## src/sspf_pkg.sv

```systemverilog
// Constants, types and helpers shared by both ends of the packet framer
package sspf_pkg;
	// ----------------------------------------------------------------
	// Binary framing
	// ----------------------------------------------------------------
	localparam logic [7:0] SYNC_S = 8'h73;
	localparam logic [7:0] SYNC_N = 8'h6E;
	localparam logic [7:0] SYNC_P = 8'h70;
	localparam int PT_DATA = 7;
	localparam int PT_BATCH = 6;
	localparam int PT_CNT_LSB = 2;
	localparam int PT_HIDDEN = 1;
	localparam int PT_FAIL = 0;
	localparam logic [7:0] HOST_PT_MASK = 8'hFC;
	localparam logic [6:0] STEP_DATA = 7'h05;
	localparam logic [15:0] SUM_RST = 16'h0000;
	localparam logic [7:0] BYTE_RST = 8'h00;
	// ----------------------------------------------------------------
	// Quaternion sentence
	// ----------------------------------------------------------------
	localparam int DIGITS = 13;
	localparam int TIME_FRAC = 3;
	localparam int QUAT_DIGITS = 8;
	localparam int QUAT_FRAC = 5;
	localparam logic [3:0] LAST_DIGIT = 4'(DIGITS - 1);
	localparam logic [3:0] TIME_LAST_INT = 4'(DIGITS - 1 - TIME_FRAC);
	localparam logic [3:0] QUAT_LAST_INT = 4'(DIGITS - 1 - QUAT_FRAC);
	localparam logic [2:0] HDR_LAST = 3'h5;
	localparam logic [2:0] FIELDS = 3'h5;
	localparam logic [7:0] ASC_COMMA = 8'h2C;
	localparam logic [7:0] ASC_STAR = 8'h2A;
	localparam logic [7:0] ASC_DOT = 8'h2E;
	localparam logic [7:0] ASC_MINUS = 8'h2D;
	localparam logic [7:0] ASC_ZERO = 8'h30;

	typedef enum logic [8:0] {
		RX_S = 9'h001, RX_N = 9'h002, RX_P = 9'h004, RX_PT = 9'h008,
		RX_ADR = 9'h010, RX_DAT = 9'h020, RX_CK1 = 9'h040,
		RX_CK0 = 9'h080, RX_OUT = 9'h100
	} sspf_rx_t;

	typedef enum logic [9:0] {
		TX_IDLE = 10'h001, TX_BIN = 10'h002, TX_HDR = 10'h004,
		TX_SIGN = 10'h008, TX_DIG = 10'h010, TX_DOT = 10'h020,
		TX_COMMA = 10'h040, TX_STAR = 10'h080, TX_HX1 = 10'h100,
		TX_HX0 = 10'h200
	} sspf_tx_t;

	// Data section length in bytes, taken from the type byte alone
	function automatic logic [6:0] data_len(input logic [7:0] pt);
		if (!pt[PT_DATA])
			return 7'h00;
		if (!pt[PT_BATCH])
			return 7'h04;
		return {1'b0, pt[5:2], 2'b00};
	endfunction

	// Registers touched by one packet
	function automatic logic [4:0] reg_count(input logic [7:0] pt);
		return pt[PT_BATCH] ? {1'b0, pt[5:2]} : 5'h01;
	endfunction

	// A batch with a zero count is malformed
	function automatic logic pt_ok(input logic [7:0] pt);
		return !(pt[PT_BATCH] && pt[5:2] == 4'h0);
	endfunction

	function automatic logic [7:0] hex_char(input logic [3:0] n);
		return (n < 4'hA) ? {4'h3, n} : 8'(8'h37 + {4'h0, n});
	endfunction

	function automatic logic [7:0] hdr_char(input logic [2:0] i);
		unique case (i)
			3'h0: return 8'h24;
			3'h1: return 8'h50;
			3'h2: return 8'h43;
			3'h3: return 8'h48;
			3'h4: return 8'h52;
			default: return 8'h51;
		endcase
	endfunction
endpackage

```

## src/sspf_link_if.sv

```systemverilog
// Byte stream link between the sensor end and the host end
`timescale 1ns/1ns
`default_nettype none
interface sspf_link_if (
	input wire logic clk
);
	logic       h2d_valid;
	logic       h2d_ready;
	logic [7:0] h2d_data;
	logic       d2h_valid;
	logic       d2h_ready;
	logic [7:0] d2h_data;

	modport device (
		input  h2d_valid, h2d_data, d2h_ready,
		output h2d_ready, d2h_valid, d2h_data
	);
	modport host (
		output h2d_valid, h2d_data, d2h_ready,
		input  h2d_ready, d2h_valid, d2h_data
	);
endinterface
`default_nettype wire

```

## src/sspf_device_end.sv

```systemverilog
// Sensor end: parses host packets, frames responses and the sentence
//
// Design decisions made here: the address-and-strobe port.
`timescale 1ns/1ns
`default_nettype none
module sspf_device_end (
	// Clock and reset
	input  wire logic          clk,
	input  wire logic          sys_rst,
	// Link
	sspf_link_if.device        link,
	// Received packets
	output logic               wr_en,
	output logic [7:0]         wr_addr,
	output logic [31:0]        wr_data,
	output logic               wr_hidden,
	output logic               rd_req,
	output logic [7:0]         rd_addr,
	output logic [4:0]         rd_count,
	output logic               rd_hidden,
	output logic               pkt_dropped,
	// Binary responses
	input  wire logic          tx_req,
	input  wire logic [7:0]    tx_pt,
	input  wire logic [7:0]    tx_addr,
	input  wire logic [31:0]   tx_word,
	output logic [3:0]         tx_word_idx,
	output logic               tx_busy,
	// Quaternion sentence
	input  wire logic          quat_mode,
	input  wire logic          q_req,
	input  wire logic [51:0]   q_time_bcd,
	input  wire logic [127:0]  q_elem_bcd,
	input  wire logic [3:0]    q_elem_neg
);
	// ----------------------------------------------------------------
	// Receive parser
	// ----------------------------------------------------------------
	sspf_pkg::sspf_rx_t rx_st_r;
	logic [7:0]  pt_r;
	logic [7:0]  adr_r;
	logic [7:0]  ck_hi_r;
	logic [15:0] rsum_r;
	logic [5:0]  cnt_r;
	logic [31:0] mem [16];
	logic        take;
	logic [7:0]  b;
	logic [6:0]  rlen;

	assign link.h2d_ready = (rx_st_r != sspf_pkg::RX_OUT);
	assign take = link.h2d_valid && link.h2d_ready;
	assign b = link.h2d_data;
	assign rlen = sspf_pkg::data_len(pt_r);

	always_ff @(posedge clk) begin
		if (take && rx_st_r == sspf_pkg::RX_DAT)
			mem[cnt_r[5:2]] <= {mem[cnt_r[5:2]][23:0], b};
	end

	always_ff @(posedge clk) begin
		if (sys_rst) begin
			rx_st_r <= sspf_pkg::RX_S;
			pt_r <= sspf_pkg::BYTE_RST;
			adr_r <= sspf_pkg::BYTE_RST;
			ck_hi_r <= sspf_pkg::BYTE_RST;
			rsum_r <= sspf_pkg::SUM_RST;
			cnt_r <= 6'h00;
			wr_en <= 1'b0;
			wr_addr <= sspf_pkg::BYTE_RST;
			wr_data <= 32'h0000_0000;
			wr_hidden <= 1'b0;
			rd_req <= 1'b0;
			rd_addr <= sspf_pkg::BYTE_RST;
			rd_count <= 5'h00;
			rd_hidden <= 1'b0;
			pkt_dropped <= 1'b0;
		end else begin
			wr_en <= 1'b0;
			rd_req <= 1'b0;
			pkt_dropped <= 1'b0;
			unique case (rx_st_r)
				sspf_pkg::RX_S: if (take && b == sspf_pkg::SYNC_S) begin
					rx_st_r <= sspf_pkg::RX_N;
					rsum_r <= {8'h00, sspf_pkg::SYNC_S};
				end
				sspf_pkg::RX_N: if (take) begin
					rsum_r <= 16'(rsum_r + {8'h00, b});
					if (b == sspf_pkg::SYNC_N)
						rx_st_r <= sspf_pkg::RX_P;
					else if (b == sspf_pkg::SYNC_S)
						rsum_r <= {8'h00, sspf_pkg::SYNC_S};
					else
						rx_st_r <= sspf_pkg::RX_S;
				end
				sspf_pkg::RX_P: if (take) begin
					rsum_r <= 16'(rsum_r + {8'h00, b});
					if (b == sspf_pkg::SYNC_P)
						rx_st_r <= sspf_pkg::RX_PT;
					else if (b == sspf_pkg::SYNC_S) begin
						rx_st_r <= sspf_pkg::RX_N;
						rsum_r <= {8'h00, sspf_pkg::SYNC_S};
					end else
						rx_st_r <= sspf_pkg::RX_S;
				end
				sspf_pkg::RX_PT: if (take) begin
					pt_r <= b;
					cnt_r <= 6'h00;
					rsum_r <= 16'(rsum_r + {8'h00, b});
					rx_st_r <= sspf_pkg::RX_ADR;
				end
				sspf_pkg::RX_ADR: if (take) begin
					adr_r <= b;
					rsum_r <= 16'(rsum_r + {8'h00, b});
					rx_st_r <= (rlen == 7'h00) ? sspf_pkg::RX_CK1
						: sspf_pkg::RX_DAT;
				end
				sspf_pkg::RX_DAT: if (take) begin
					rsum_r <= 16'(rsum_r + {8'h00, b});
					cnt_r <= 6'(cnt_r + 6'h01);
					if ({1'b0, cnt_r} == 7'(rlen - 7'h01))
						rx_st_r <= sspf_pkg::RX_CK1;
				end
				sspf_pkg::RX_CK1: if (take) begin
					ck_hi_r <= b;
					rx_st_r <= sspf_pkg::RX_CK0;
				end
				sspf_pkg::RX_CK0: if (take) begin
					cnt_r <= 6'h00;
					if ({ck_hi_r, b} == rsum_r && sspf_pkg::pt_ok(pt_r))
						rx_st_r <= sspf_pkg::RX_OUT;
					else begin
						pkt_dropped <= 1'b1;
						rx_st_r <= sspf_pkg::RX_S;
					end
				end
				sspf_pkg::RX_OUT: begin
					if (pt_r[sspf_pkg::PT_DATA] &&
							cnt_r != {1'b0, sspf_pkg::reg_count(pt_r)}) begin
						wr_en <= 1'b1;
						wr_addr <= 8'(adr_r + {2'b00, cnt_r});
						wr_data <= mem[cnt_r[3:0]];
						wr_hidden <= pt_r[sspf_pkg::PT_HIDDEN];
						cnt_r <= 6'(cnt_r + 6'h01);
					end else begin
						if (!pt_r[sspf_pkg::PT_DATA]) begin
							rd_req <= 1'b1;
							rd_addr <= adr_r;
							rd_count <= sspf_pkg::reg_count(pt_r);
							rd_hidden <= pt_r[sspf_pkg::PT_HIDDEN];
						end
						rx_st_r <= sspf_pkg::RX_S;
					end
				end
			endcase
		end
	end

	// ----------------------------------------------------------------
	// Transmit: binary response or quaternion sentence
	// ----------------------------------------------------------------
	sspf_pkg::sspf_tx_t tx_st_r;
	logic [6:0]   step_r;
	logic [7:0]   tpt_r;
	logic [7:0]   tadr_r;
	logic [15:0]  tsum_r;
	logic         tval_r;
	logic [7:0]   tdat_r;
	logic [51:0]  time_r;
	logic [127:0] elem_r;
	logic [3:0]   neg_r;
	logic [2:0]   af_r;
	logic [3:0]   di_r;
	logic         lead_r;
	logic [7:0]   x_r;
	logic         slot;
	logic [6:0]   tlen;
	logic [6:0]   k;
	logic [7:0]   bin_byte;
	logic [51:0]  fdig;
	logic [3:0]   last_int;
	logic [3:0]   dig;
	logic [1:0]   ei;
	logic [7:0]   ac;
	logic         aemit;
	logic         axor;

	assign link.d2h_valid = tval_r;
	assign link.d2h_data = tdat_r;
	assign slot = !tval_r || link.d2h_ready;
	assign tlen = sspf_pkg::data_len(tpt_r);
	assign k = 7'(step_r - sspf_pkg::STEP_DATA);
	assign tx_word_idx = k[5:2];
	assign tx_busy = (tx_st_r != sspf_pkg::TX_IDLE);
	assign ei = 2'(af_r - 3'h1);
	assign last_int = (af_r == 3'h0) ? sspf_pkg::TIME_LAST_INT
		: sspf_pkg::QUAT_LAST_INT;
	assign fdig = (af_r == 3'h0) ? time_r
		: {20'h0_0000, elem_r[{ei, 5'h00} +: 32]};
	assign dig = fdig[{4'(sspf_pkg::LAST_DIGIT - di_r), 2'b00} +: 4];

	always_comb begin
		if (step_r == 7'h00)
			bin_byte = sspf_pkg::SYNC_S;
		else if (step_r == 7'h01)
			bin_byte = sspf_pkg::SYNC_N;
		else if (step_r == 7'h02)
			bin_byte = sspf_pkg::SYNC_P;
		else if (step_r == 7'h03)
			bin_byte = tpt_r;
		else if (step_r == 7'h04)
			bin_byte = tadr_r;
		else if (k < tlen)
			bin_byte = tx_word[{~k[1:0], 3'b000} +: 8];
		else if (k == tlen)
			bin_byte = tsum_r[15:8];
		else
			bin_byte = tsum_r[7:0];
	end

	always_comb begin
		ac = sspf_pkg::ASC_COMMA;
		aemit = 1'b1;
		axor = 1'b1;
		unique case (tx_st_r)
			sspf_pkg::TX_HDR: begin
				ac = sspf_pkg::hdr_char(af_r == 3'h0 ? di_r[2:0] : 3'h0);
				axor = (di_r != 4'h0);
			end
			sspf_pkg::TX_SIGN: begin
				ac = sspf_pkg::ASC_MINUS;
				aemit = (af_r != 3'h0) && neg_r[ei];
			end
			sspf_pkg::TX_DIG: begin
				ac = sspf_pkg::ASC_ZERO | {4'h0, dig};
				aemit = !(dig == 4'h0 && !lead_r && di_r < last_int);
			end
			sspf_pkg::TX_DOT: ac = sspf_pkg::ASC_DOT;
			sspf_pkg::TX_STAR: begin
				ac = sspf_pkg::ASC_STAR;
				axor = 1'b0;
			end
			sspf_pkg::TX_HX1: begin
				ac = sspf_pkg::hex_char(x_r[7:4]);
				axor = 1'b0;
			end
			sspf_pkg::TX_HX0: begin
				ac = sspf_pkg::hex_char(x_r[3:0]);
				axor = 1'b0;
			end
			default: ;
		endcase
	end

	always_ff @(posedge clk) begin
		if (sys_rst) begin
			tx_st_r <= sspf_pkg::TX_IDLE;
			step_r <= 7'h00;
			tpt_r <= sspf_pkg::BYTE_RST;
			tadr_r <= sspf_pkg::BYTE_RST;
			tsum_r <= sspf_pkg::SUM_RST;
			tval_r <= 1'b0;
			tdat_r <= sspf_pkg::BYTE_RST;
			time_r <= 52'h0;
			elem_r <= 128'h0;
			neg_r <= 4'h0;
			af_r <= 3'h0;
			di_r <= 4'h0;
			lead_r <= 1'b0;
			x_r <= sspf_pkg::BYTE_RST;
		end else begin
			if (slot)
				tval_r <= 1'b0;
			if (tx_st_r == sspf_pkg::TX_IDLE) begin
				step_r <= 7'h00;
				tsum_r <= sspf_pkg::SUM_RST;
				af_r <= 3'h0;
				di_r <= 4'h0;
				x_r <= sspf_pkg::BYTE_RST;
				if (tx_req) begin
					tx_st_r <= sspf_pkg::TX_BIN;
					tpt_r <= tx_pt;
					tadr_r <= tx_addr;
				end else if (q_req && quat_mode) begin
					tx_st_r <= sspf_pkg::TX_HDR;
					time_r <= q_time_bcd;
					elem_r <= q_elem_bcd;
					neg_r <= q_elem_neg;
				end
			end else if (slot && tx_st_r == sspf_pkg::TX_BIN) begin
				tval_r <= 1'b1;
				tdat_r <= bin_byte;
				step_r <= 7'(step_r + 7'h01);
				if (k < tlen || step_r < sspf_pkg::STEP_DATA)
					tsum_r <= 16'(tsum_r + {8'h00, bin_byte});
				if (k == 7'(tlen + 7'h01))
					tx_st_r <= sspf_pkg::TX_IDLE;
			end else if (slot) begin
				tval_r <= aemit;
				tdat_r <= ac;
				if (aemit && axor)
					x_r <= x_r ^ ac;
				unique case (tx_st_r)
					sspf_pkg::TX_HDR: begin
						di_r <= 4'(di_r + 4'h1);
						if (di_r[2:0] == sspf_pkg::HDR_LAST)
							tx_st_r <= sspf_pkg::TX_COMMA;
					end
					sspf_pkg::TX_COMMA: tx_st_r <= (af_r == sspf_pkg::FIELDS)
						? sspf_pkg::TX_STAR : sspf_pkg::TX_SIGN;
					sspf_pkg::TX_SIGN: begin
						di_r <= 4'h0;
						lead_r <= 1'b0;
						tx_st_r <= sspf_pkg::TX_DIG;
					end
					sspf_pkg::TX_DIG: begin
						lead_r <= lead_r || aemit;
						if (di_r == sspf_pkg::LAST_DIGIT) begin
							af_r <= 3'(af_r + 3'h1);
							tx_st_r <= sspf_pkg::TX_COMMA;
						end else if (di_r == last_int)
							tx_st_r <= sspf_pkg::TX_DOT;
						else
							di_r <= 4'(di_r + 4'h1);
					end
					sspf_pkg::TX_DOT: begin
						di_r <= 4'(di_r + 4'h1);
						tx_st_r <= sspf_pkg::TX_DIG;
					end
					sspf_pkg::TX_STAR: tx_st_r <= sspf_pkg::TX_HX1;
					sspf_pkg::TX_HX1: tx_st_r <= sspf_pkg::TX_HX0;
					default: tx_st_r <= sspf_pkg::TX_IDLE;
				endcase
			end
		end
	end
endmodule // sspf_device_end
`default_nettype wire

```

## src/flat_wrapper.sv

```systemverilog
// flat-port wrapper written by rule: the top's interface ports become plain ports
module sspf_device_end_flat 
  (clk, sys_rst, wr_en, wr_addr, wr_data, wr_hidden, rd_req, rd_addr, rd_count, rd_hidden, pkt_dropped, tx_req, tx_pt, tx_addr, tx_word, tx_word_idx, tx_busy, quat_mode, q_req, q_time_bcd, q_elem_bcd, q_elem_neg, link_h2d_valid, link_h2d_data, link_d2h_ready, link_h2d_ready, link_d2h_valid, link_d2h_data);
  sspf_link_if link_i (.clk(clk));
  input  wire logic clk;
  input  wire logic sys_rst;
  output logic wr_en;
  output logic [7:0] wr_addr;
  output logic [31:0] wr_data;
  output logic wr_hidden;
  output logic rd_req;
  output logic [7:0] rd_addr;
  output logic [4:0] rd_count;
  output logic rd_hidden;
  output logic pkt_dropped;
  input  wire logic tx_req;
  input  wire logic [7:0] tx_pt;
  input  wire logic [7:0] tx_addr;
  input  wire logic [31:0] tx_word;
  output logic [3:0] tx_word_idx;
  output logic tx_busy;
  input  wire logic quat_mode;
  input  wire logic q_req;
  input  wire logic [51:0] q_time_bcd;
  input  wire logic [127:0] q_elem_bcd;
  input  wire logic [3:0] q_elem_neg;
  input wire logic [$bits(link_i.h2d_valid)-1:0] link_h2d_valid;
  input wire logic [$bits(link_i.h2d_data)-1:0] link_h2d_data;
  input wire logic [$bits(link_i.d2h_ready)-1:0] link_d2h_ready;
  output wire logic [$bits(link_i.h2d_ready)-1:0] link_h2d_ready;
  output wire logic [$bits(link_i.d2h_valid)-1:0] link_d2h_valid;
  output wire logic [$bits(link_i.d2h_data)-1:0] link_d2h_data;
  assign link_i.h2d_valid = link_h2d_valid;
  assign link_i.h2d_data = link_h2d_data;
  assign link_i.d2h_ready = link_d2h_ready;
  assign link_h2d_ready = link_i.h2d_ready;
  assign link_d2h_valid = link_i.d2h_valid;
  assign link_d2h_data = link_i.d2h_data;
  sspf_device_end u_core (.clk(clk), .sys_rst(sys_rst), .link(link_i), .wr_en(wr_en), .wr_addr(wr_addr), .wr_data(wr_data), .wr_hidden(wr_hidden), .rd_req(rd_req), .rd_addr(rd_addr), .rd_count(rd_count), .rd_hidden(rd_hidden), .pkt_dropped(pkt_dropped), .tx_req(tx_req), .tx_pt(tx_pt), .tx_addr(tx_addr), .tx_word(tx_word), .tx_word_idx(tx_word_idx), .tx_busy(tx_busy), .quat_mode(quat_mode), .q_req(q_req), .q_time_bcd(q_time_bcd), .q_elem_bcd(q_elem_bcd), .q_elem_neg(q_elem_neg));
endmodule
```

## config.mk

```make
export PLATFORM = sky130hd
export DESIGN_NAME = sspf_device_end_flat
export DESIGN_NICKNAME = d
export VERILOG_FILES = /design/src/sspf_pkg.sv /design/src/sspf_link_if.sv /design/src/sspf_device_end.sv /design/src/flat_wrapper.sv
export SDC_FILE = /design/constraint.sdc
export NUM_CORES = 1
export LEC_CHECK = 0
export ABC_AREA = 1
export BUFFER_PORTS_ARGS = -buffer_cell sky130_fd_sc_hd__buf_4
export CORE_MARGIN = 5
export CORE_UTILIZATION = 48
export CTS_CLUSTER_DIAMETER = 30
export DETAILED_ROUTE_END_ITERATION = 8
export PLACE_DENSITY = 0.65
export REMOVE_ABC_BUFFERS = 1
export SYNTH_ARGS = -nofsm -noshare
export SYNTH_HDL_FRONTEND = slang
export SYNTH_SLANG_ARGS = --single-unit
```

## constraint.sdc

```tcl
create_clock -name clk -period 8.5 [get_ports clk]
set_input_delay 1.7 -clock clk [delete_from_list [all_inputs] [get_ports clk]]
set_output_delay 1.7 -clock clk [all_outputs]
set_load 0.005 [all_outputs]
```

[Word-level counts from Yosys, hierarchy flattened]
Memories as Yosys holds them, arrays and structs flattened. A register that Yosys moved wholly into a read port is not among the register bits.
Cells that the tools add are included.
Cells by class
  equal/unequal tests: 61
  bitwise operators: 10
  multiplexer cells: 88
  divide/modulo/power cells: 0
  multiply operators: 0
  $lt $le $gt $ge: 6
  shift operators: 3
  add/subtract/negate cells: 14
  reduce and logical (&&, ||, !) cells: 59
Operators by type and width (count)
  128-bit by 8-bit indexed part select with 32-bit output: 1
  9-bit 2-to-1 mux: 14
  16-bit 2-to-1 mux: 7
  8-bit 2-to-1 mux: 12
  10-bit 2-to-1 mux: 9
  9-bit case mux with 9 select lines: 1
  16-bit case mux with 4 select lines: 1
  7-bit 2-to-1 mux: 9
  10-bit case mux with 6 select lines: 1
  8-bit case mux with 7 select lines: 1
  52-bit 2-to-1 mux: 1
  52-bit by 7-bit indexed part select with 4-bit output: 1
  7-bit case mux with 5 select lines: 1
  16-bit by 8-bit adder with 16-bit output: 2
  32-bit by 6-bit indexed part select with 8-bit output: 1
  8-bit by 7-bit == test with 1-bit output (second input constant): 3
  4-bit 2-to-1 mux: 6
  2-bit by 1-bit != test with 1-bit output (second input constant): 11
  6-bit 2-to-1 mux: 3
  6-bit case mux with 3 select lines: 1
  16-bit == test: 1
  5-bit AND reduction: 3
  6-bit by 4-bit adder with 7-bit output (first input constant): 2
  7-bit by 1-bit adder with 7-bit output (second input constant): 2
  other kinds (74): 147
Storage, ports and cells
  bits in latches: 0
  RAM bits: 512
  input bits: 247
  memories: 1
  ROM bits: 0
  register bits after elaboration: 339
Memory list
  u_core.mem: words 16, bits a word 32, read ports 2, clocked after memory_dff 2, wr ports 1, line sspf_device_end.sv:45  | logic [31:0] mem [16];

[Logic depth before layout (Yosys ltp)]
Gate-level depths: netlist of the first run.
  depth in word-level cells: 13
  gate-level depth with buffers: 33
  depth with buffers taken out: 30

[Worst setup path after synthesis of the first run]
OpenSTA, ideal clock, no wires.
  path type: input to register
  start: in link_h2d_valid
  end: mem u_core.mem[5][0], enable pin
  stages on the path: 4
  path buffers: 0
  path slack: 2820 ps
  arrival time: 5178 ps
  setup time: 502 ps
  data required time: 7998 ps
  path through: nand2_1 nor2_1 inv_1 nor4_1
On the way
  cells in the longest elaborated chain, start to end: 4
RTL lines
  start, declared: line flat_wrapper.sv:27  | input wire logic [$bits(link_i.h2d_valid)-1:0] link_h2d_valid;
  1-bit logical AND: line sspf_device_end.sv:51  | assign take = link.h2d_valid && link.h2d_ready;
  1-bit logical AND: line sspf_device_end.sv:56  | if (take && rx_st_r == sspf_pkg::RX_DAT)
  1-bit 2-to-1 mux: line sspf_device_end.sv:56
  1-bit 2-to-1 mux (implied by the code): line sspf_device_end.sv:57  | mem[cnt_r[5:2]] <= {mem[cnt_r[5:2]][23:0], b};
  end, declared: line sspf_device_end.sv:45
No other way between the ends.

[Final worst setup path of the first run]
  start: reg u_core.step_r[0]
  end: reg u_core.tsum_r[14]
On the way
  cells in the longest elaborated chain, start to end: 10
  elaborated cells on any way between the ends: 21
RTL lines
  start, declared: line sspf_device_end.sv:162  | logic [6:0] step_r;
  start signal, assigned: line sspf_device_end.sv:292  | step_r <= 7'(step_r + 7'h01);
  7-bit by 3-bit subtractor with 7-bit output: line sspf_device_end.sv:191  | assign k = 7'(step_r - sspf_pkg::STEP_DATA);
  2-bit inverter or 7-bit == test (tied branches): line sspf_device_end.sv:213, sspf_device_end.sv:214
  32-bit by 6-bit indexed part select with 8-bit output or 8-bit 2-to-1 mux (tied branches): line sspf_device_end.sv:213, sspf_device_end.sv:214
  8-bit 2-to-1 mux: line sspf_device_end.sv:212  | else if (k < tlen)
  8-bit 2-to-1 mux: line sspf_device_end.sv:210  | else if (step_r == 7'h04)
  8-bit 2-to-1 mux: line sspf_device_end.sv:208  | else if (step_r == 7'h03)
  8-bit 2-to-1 mux: line sspf_device_end.sv:206  | else if (step_r == 7'h02)
  8-bit 2-to-1 mux: line sspf_device_end.sv:204  | else if (step_r == 7'h01)
  8-bit 2-to-1 mux: line sspf_device_end.sv:202  | if (step_r == 7'h00)
  16-bit by 8-bit adder with 16-bit output: line sspf_device_end.sv:294  | tsum_r <= 16'(tsum_r + {8'h00, bin_byte});
  end signal, assigned: line sspf_device_end.sv:260  | tsum_r <= sspf_pkg::SUM_RST;
  end signal, assigned: line sspf_device_end.sv:275  | tsum_r <= sspf_pkg::SUM_RST;
  end signal, assigned: line sspf_device_end.sv:294
  end, declared: line sspf_device_end.sv:165  | logic [15:0] tsum_r;
Parallel ways exist; a longest one is shown, timed or not.
A chain may end at the register's enable or synchronous reset.

==> results.yml, run 1 <==
status:
  status: "complete, no violations"
cells_and_area:
  final_cells: 6499
  fin_util: 0.593
  drive_above_1_share: 0.138
  synthToLayoutAreaGrowth_pct: 22.6
  design_area_um2: 51500
  final_nets: 5476
  antenna_cells: 0
timing:
  worst_slew_pin_slew_ns: 1.15
  finalSetupViolations: 0
  fin_skew_ns: 0.0199
  tns_ns: 0
  slew_viol_final: 0
  hold_viol: 0
  layout_setup_ws_ns: 2.65
  relSlewSlack: 0.234
  clock.fmax_mhz: 171
  rsz0062_at_grt: "no"
  min_period_over_period: 0.688
  hold_slack_ns: 0.440
  period_minus_slack_ns: 5.85
die:
  core_um2: 86900
  num_rows: 108
  ioPinCount: 320
  die_h_um: 306
  dieArea_um2: 93600
  initial_core_util: 0.484
  die_w_um: 306
setup_path:
  arrival_ns: 6.49
  start_kind: "flip-flop"
  startpoint: "u_core.step_r[0]$_SDFFE_PP0P_"
  crit_path_end_kind: "flip-flop"
  critPathRequiredTime_ns: 9.13
  rr_startpoint: "u_core.step_r[0]$_SDFFE_PP0P_"
  critical_path.max_fanout: 22
  path_class: "flip-flop to flip-flop"
placement:
  numPortBuffers: 318
  gp_congestion: 0.886
  place_area_um2: 45200
  dp_hpwl_um: 71200
  place_ws_ns: 2.73
  dp.cells: 6148
yosys:
  synth-async-reset-ratio: 0
  ys_ff_latch: 884
  synth.top_cell.area_share: 0.366
  seq_area_frac_synth: 0.543
  yosys_warnings: 0
  synth_area_um2: 42000
  syn_inst: 4944
  synth_flop_cell: "edfxtp_1"
  synth_area_leaders: "edfxtp_1 37%, dfxtp_1 18%, o21ai_0 10%"
  synth_edf_count: 512
  yosysTopAreaCell: "edfxtp_1"
  ys_types: 55
  syn-mean-instance-area_um2: 8.50
drt:
  drt-total-wl_um: 124000
  dr.pass1.iters: 5
  ant_nets: 0
  drc_errors: 0
  avgRoutedWirePerCell_um: 19.1
  num_vias: 36191
  drtIter0Drc: 2998
  viasPerCell: 5.57
power_and_ir_drop:
  p_total_mw: 14.8
  ir_worst_vdd_mv: 0.207
  cellPowerDensity_nw_per_um2: 288
  p_leak_nw: 19.7
cts:
  worstSkewPairLatency_ns: 0.75
  clkTransAtPathRegs_ns: 0.04
  tritoncts: "yes"
  clkSinkCount: 884
  cts_max_path_buffers: 3
  numCtsBuffers: 187
  cts_root_buf: "clkbuf_16"
  cts_hold_buf: 0
  postCtsSetupRepairBufs: 0
  htree_levels: 4
  cts_resized: 0
hold_path:
  hp-start: "u_core.time_r[0]$_SDFFE_PP0P_"
  hold_class: "flip-flop to flip-flop"
global_routing:
  grt_first_pass_wirelength_um: 192000
  grt-ovfl-total: 0
  grt_max_degree: 237
  grtUsageTotal: 0.255
  grt_pass1_vias: 35076
  antenna_found_initial: 0
run:
  drv_cap: 0
==> routing by layer <==
metal  vias to the layer above  part of all wire  track usage
met5                         -                 0            0
met4                         0             0.033        0.101
met3                       266             0.067       0.0488
met2                      1229              0.49        0.434
met1                     17132              0.41        0.324
li1                      17564                 -            -
==> flip-flops by register name, summed over array words and instances (netlist names), 8 cells and up, named ones only <==
| name | count |
|---|---|
| u_core.adr_r | 8 |
| u_core.ck_hi_r | 8 |
| u_core.elem_r | 128 |
| u_core.link.d2h_data | 8 |
| u_core.mem | 512 |
| u_core.rd_addr | 8 |
| u_core.rsum_r | 16 |
| u_core.rx_st_r | 9 |
| u_core.tadr_r | 8 |
| u_core.time_r | 52 |
| u_core.tpt_r | 8 |
| u_core.tsum_r | 16 |
| u_core.tx_st_r | 10 |
| u_core.wr_addr | 8 |
| u_core.wr_data | 32 |
==> critical path: stages (launching register included) <==
cell      delay [ns]
dfxtp_1         0.80
clkinv_1        0.71
ha_1            0.48
inv_1           0.12
a21oi_2         0.08
xor2_1          0.17
ha_1            0.29
nand2_1         0.06
nor2_2          0.14
nand2_1         0.26
o211ai_1        0.25
o211ai_1        0.11
nand2_1         0.09
nand2_1         0.07
nand2_1         0.06
ha_1            0.13
inv_1           0.06
fa_1            0.44
nor2_1          0.12
a211oi_1        0.07
o21ai_0         0.30
nand3_1         0.11
nand2_1         0.07
inv_1           0.06
nor3_2          0.28
nand3_1         0.11
a221oi_1        0.26
==> power by group <==
| group | leakage, nW | total [mW] | internal, mW | switching [mW] |
|---|---|---|---|---|
| logic | 9.02 | 2.64 | 0.842 | 1.80 |
| clock network | 3.08 | 7.18 | 4.85 | 2.33 |
| registers | 7.62 | 5.00 | 4.79 | 0.215 |
| total | 19.7 | 14.8 | 10.5 | 4.35 |
==> cells in the final DEF, fill, tap and decap left out, drive strengths merged, types with 2 or more instances in the layout <==
master | synthesis | layout
inv | 599 | 612
buf | 70 | 373
o221ai | 18 | 18
a22oi | 2 | 2
nor3 | 45 | 45
a21oi | 666 | 666
xor2 | 28 | 28
a221oi | 3 | 3
o22ai | 46 | 46
o21a | 3 | 3
clkinv | 7 | 66
a31oi | 4 | 4
xnor2 | 8 | 8
a211oi | 16 | 16
nand2 | 612 | 612
nor2 | 308 | 308
clkbuf | 254 | 239
o211ai | 78 | 78
o21bai | 2 | 2
edfxtp | 512 | 512
and3 | 2 | 2
bufinv | 0 | 20
a2111oi | 2 | 2
clkinvlp | 0 | 20
nand3 | 307 | 307
dfxtp | 372 | 372
a32oi | 3 | 3
nand3b | 3 | 3
fa | 3 | 3
nor3b | 3 | 3
nor4 | 11 | 11
ha | 44 | 44
o21ai | 891 | 891
nand4 | 14 | 14
==> kinds of logic (layout without fill, tap and decap cells) <==
family | count (synthesis) | after routing | share of synthesized area
buf+inv | 930 | 1330 | 0.0858
compound gates | 1740 | 1740 | 0.218
flops | 884 | 884 | 0.543
xor+xnor | 36 | 36 | 0.00750
fa+ha+maj | 47 | 47 | 0.0145
other cells | 1 | 1 | 0.0000892
simple gates | 1306 | 1306 | 0.131
==> cell type report <==
cell class	instances	area [um2]
Clock inverter	112	1250
Clock buffer	239	5130
Inverter	606	2290
Fill cell	7546	35300
Timing Repair Buffer	373	2830
Tap cell	1155	1450
Sequential cell	884	22800
Multi-Input combinational cell	3130	15800
==> synth_stat cells, types with 3 or more instances <==
cell type and n:
nor4_1 11, inv_2 8, o22ai_1 46, nor3_1 41, ha_1 44, a221oi_1 3, o221ai_1 18, edfxtp_1 512
inv_1 591, buf_2 38, nand4_1 14, a211oi_1 16, o21ai_1 9, nor2_1 303, o211ai_1 78, nand3b_1 3
a21oi_2 3, a21oi_1 663, xor2_1 28, buf_1 19, nand2_1 607, nor2_4 3, fa_1 3, a31oi_1 4
buf_4 8, o21a_1 3, buf_6 5, nand3_1 305, xnor2_1 8, a32oi_1 3, nand2_2 4, clkinv_1 7
nor3_2 4, clkbuf_1 254, o21ai_0 880, dfxtp_1 372
==> path summary, 6_finish.rpt <==
check	end	cells after the start	slack (ns)
max	u_core.tsum_r[14]$_SDFFE_PP0P_	26	2.65
min	u_core.time_r[0]$_SDFFE_PP0P_	2	0.44
max reg2reg	u_core.tsum_r[14]$_SDFFE_PP0P_	26	2.65
min reg2reg	u_core.time_r[0]$_SDFFE_PP0P_	2	0.44
(Power assumes the default switching activity.)
==> inputs of run 2 (changes only) <==
==> constraint.sdc (replaced) <==
create_clock -name clk -period 5.5 [get_ports clk]
set_input_delay 1.1 -clock clk [delete_from_list [all_inputs] [get_ports clk]]
set_output_delay 1.1 -clock clk [all_outputs]
set_load 0.005 [all_outputs]
==> results.yml, run 2 (synthesis gave the netlist of run 1 again) <==
status:
  status: "complete, no violations"
timing:
  hold_slack_ns: 0.439
  rsz0062_at_grt: "no"
  worst_slew_pin_slew_ns: 1.03
  period_minus_slack_ns: 4.74
  fin_skew_ns: 0.0267
  hold_viol: 0
  tns_ns: 0
  clock.fmax_mhz: 211
  layout_setup_ws_ns: 0.757
  min_period_over_period: 0.862
  slew_viol_final: 0
  relSlewSlack: 0.307
  finalSetupViolations: 0
power_and_ir_drop:
  power_frac_comb: 0.175
  clkPwrFrac: 0.497
  swShare: 0.298
  ir_worst_vdd_mv: 0.372
  p_leak_nw: 19.9
  seq_power_share: 0.329
  cellPowerDensity_nw_per_um2: 452
  intPower_mw: 16.5
  switching_power_mw: 7.01
cts:
  clkTransAtPathRegs_ns: 0.05
  cts_root_buf: "clkbuf_16"
  numCtsBuffers: 191
  postCtsSetupRepairBufs: 0
  cts_max_path_buffers: 3
  htree_levels: 4
  cts_hold_buf: 0
  cts_resized: 0
  clkSinkCount: 884
  worstSkewPairLatency_ns: 0.77
  tritoncts: "yes"
setup_path:
  critPathRequiredTime_ns: 6.14
  arrival_ns: 5.38
  cpPeakStageDelay_ns: 0.43
  start_kind: "flip-flop"
  crit_path_end_kind: "flip-flop"
  crit_top_cell: "nand2_1"
  crit_family: "compound AO/OA/AOI/OAI gates"
  critical_path.max_fanout: 12
  cp_num_buf_inv: 4
  path_class: "flip-flop to flip-flop"
  cp_slowest_cell: "fa_1"
run:
  drv_cap: 0
die:
  num_rows: 108
  die_w_um: 306
  ioPinCount: 320
  core_um2: 86900
  die_h_um: 306
  initial_core_util: 0.484
  dieArea_um2: 93600
global_routing:
  grt_pass1_vias: 34727
  grt_max_degree: 167
  grt-ovfl-total: 0
  grt_first_pass_wirelength_um: 192000
  grtUsageTotal: 0.254
  antenna_found_initial: 1
cells_and_area:
  largest_reg_flops: 512
  final_cells: 6519
  final_common_cell: "o21ai_0"
  drive_above_1_share: 0.145
  synthToLayoutAreaGrowth_pct: 23.7
  multiInputGateArea_um2: 15800
  layout_common_cells: "879 x o21ai_0, 663 x a21oi_1, 607 x nand2_1"
  antenna_cells: 0
  final_nets: 5489
  design_area_um2: 52000
  seqCellArea_um2: 22800
  fill_cells: 7490
placement:
  dp_hpwl_um: 74600
  numPortBuffers: 318
  place_area_um2: 45300
  place_ws_ns: 0.829
  dp.cells: 6157
  gp_congestion: 0.877
drt:
  viasPerCell: 5.55
  drc_errors: 0
  dr.pass1.iters: 8
  avgRoutedWirePerCell_um: 19.0
  drt-total-wl_um: 124000
  num_vias: 36181
  drtIter0Drc: 3236
  ant_nets: 0
hold_path:
  hold_class: "flip-flop to flip-flop"
## run 2: path summary, 6_finish.rpt
path | cells past startpoint | slack [ns] | endpoint | start
hold reg to reg | 2 | 0.44 | u_core.elem_r[127]$_SDFFE_PP0P_ | u_core.elem_r[127]$_SDFFE_PP0P_
hold / removal | 2 | 0.44 | u_core.elem_r[127]$_SDFFE_PP0P_ | u_core.elem_r[127]$_SDFFE_PP0P_
setup / recovery | 25 | 0.76 | u_core.tsum_r[14]$_SDFFE_PP0P_ | u_core.step_r[2]$_SDFFE_PP0P_
setup reg to reg | 25 | 0.76 | u_core.tsum_r[14]$_SDFFE_PP0P_ | u_core.step_r[2]$_SDFFE_PP0P_
## run 2: layer usage
metal | GRT usage | wire length, um | up-vias
li1 | - | - | 17609
met1 | 0.333 | 51800 | 17056
met2 | 0.428 | 60100 | 1267
met3 | 0.0456 | 8310 | 249
met4 | 0.0888 | 3380 | 0
met5 | 0 | 0 | -
## run 2: worst reg2reg max path, cell delays in order, from the launching register on
cell and delay [ns]:
dfxtp_1 0.42, inv_1 0.11, o21ai_0 0.41, o21ai_0 0.25, ha_1 0.37, inv_1 0.06
nor2_1 0.03, o21ai_1 0.16, nand2_1 0.29, o211ai_1 0.18, o211ai_1 0.11, nand2_1 0.10
nand2_1 0.07, nand2_1 0.07, ha_1 0.14, inv_1 0.06, fa_1 0.43, nor2_1 0.12
a211oi_1 0.08, o21ai_0 0.29, nand3_1 0.11, nand2_1 0.07, inv_1 0.07, nor3_2 0.28
nand3_1 0.11, a221oi_1 0.24
## run 2: power groups by stage
stage               clock network, mW  registers (mW)  logic (mW)
finish                           11.7            7.72        4.10
global route                     12.2            7.76        4.61
CTS                              11.8            7.71        4.09
detailed placement                  0            7.83        4.06
global placement                    0            7.82        4.03
floorplan                           0            7.91        2.69
## run 2: area by class of cell
| cell class | instances | area share |
|---|---|---|
| timing repair buffer | 382 | 0.0566 |
| clock buffer | 225 | 0.0983 |
| multi-input combinational | 3130 | 0.303 |
| sequential | 884 | 0.439 |
| clock inverter | 137 | 0.0312 |
| tap | 1155 | 0.0278 |
| inverter | 606 | 0.0440 |
## run 2: stage by stage
stage	power, mW	util
floorplan	10.6	-
global placement	11.8	0.521
detailed placement	11.9	0.521
CTS	23.6	0.599
global route	24.6	0.599
finish	23.5	0.599
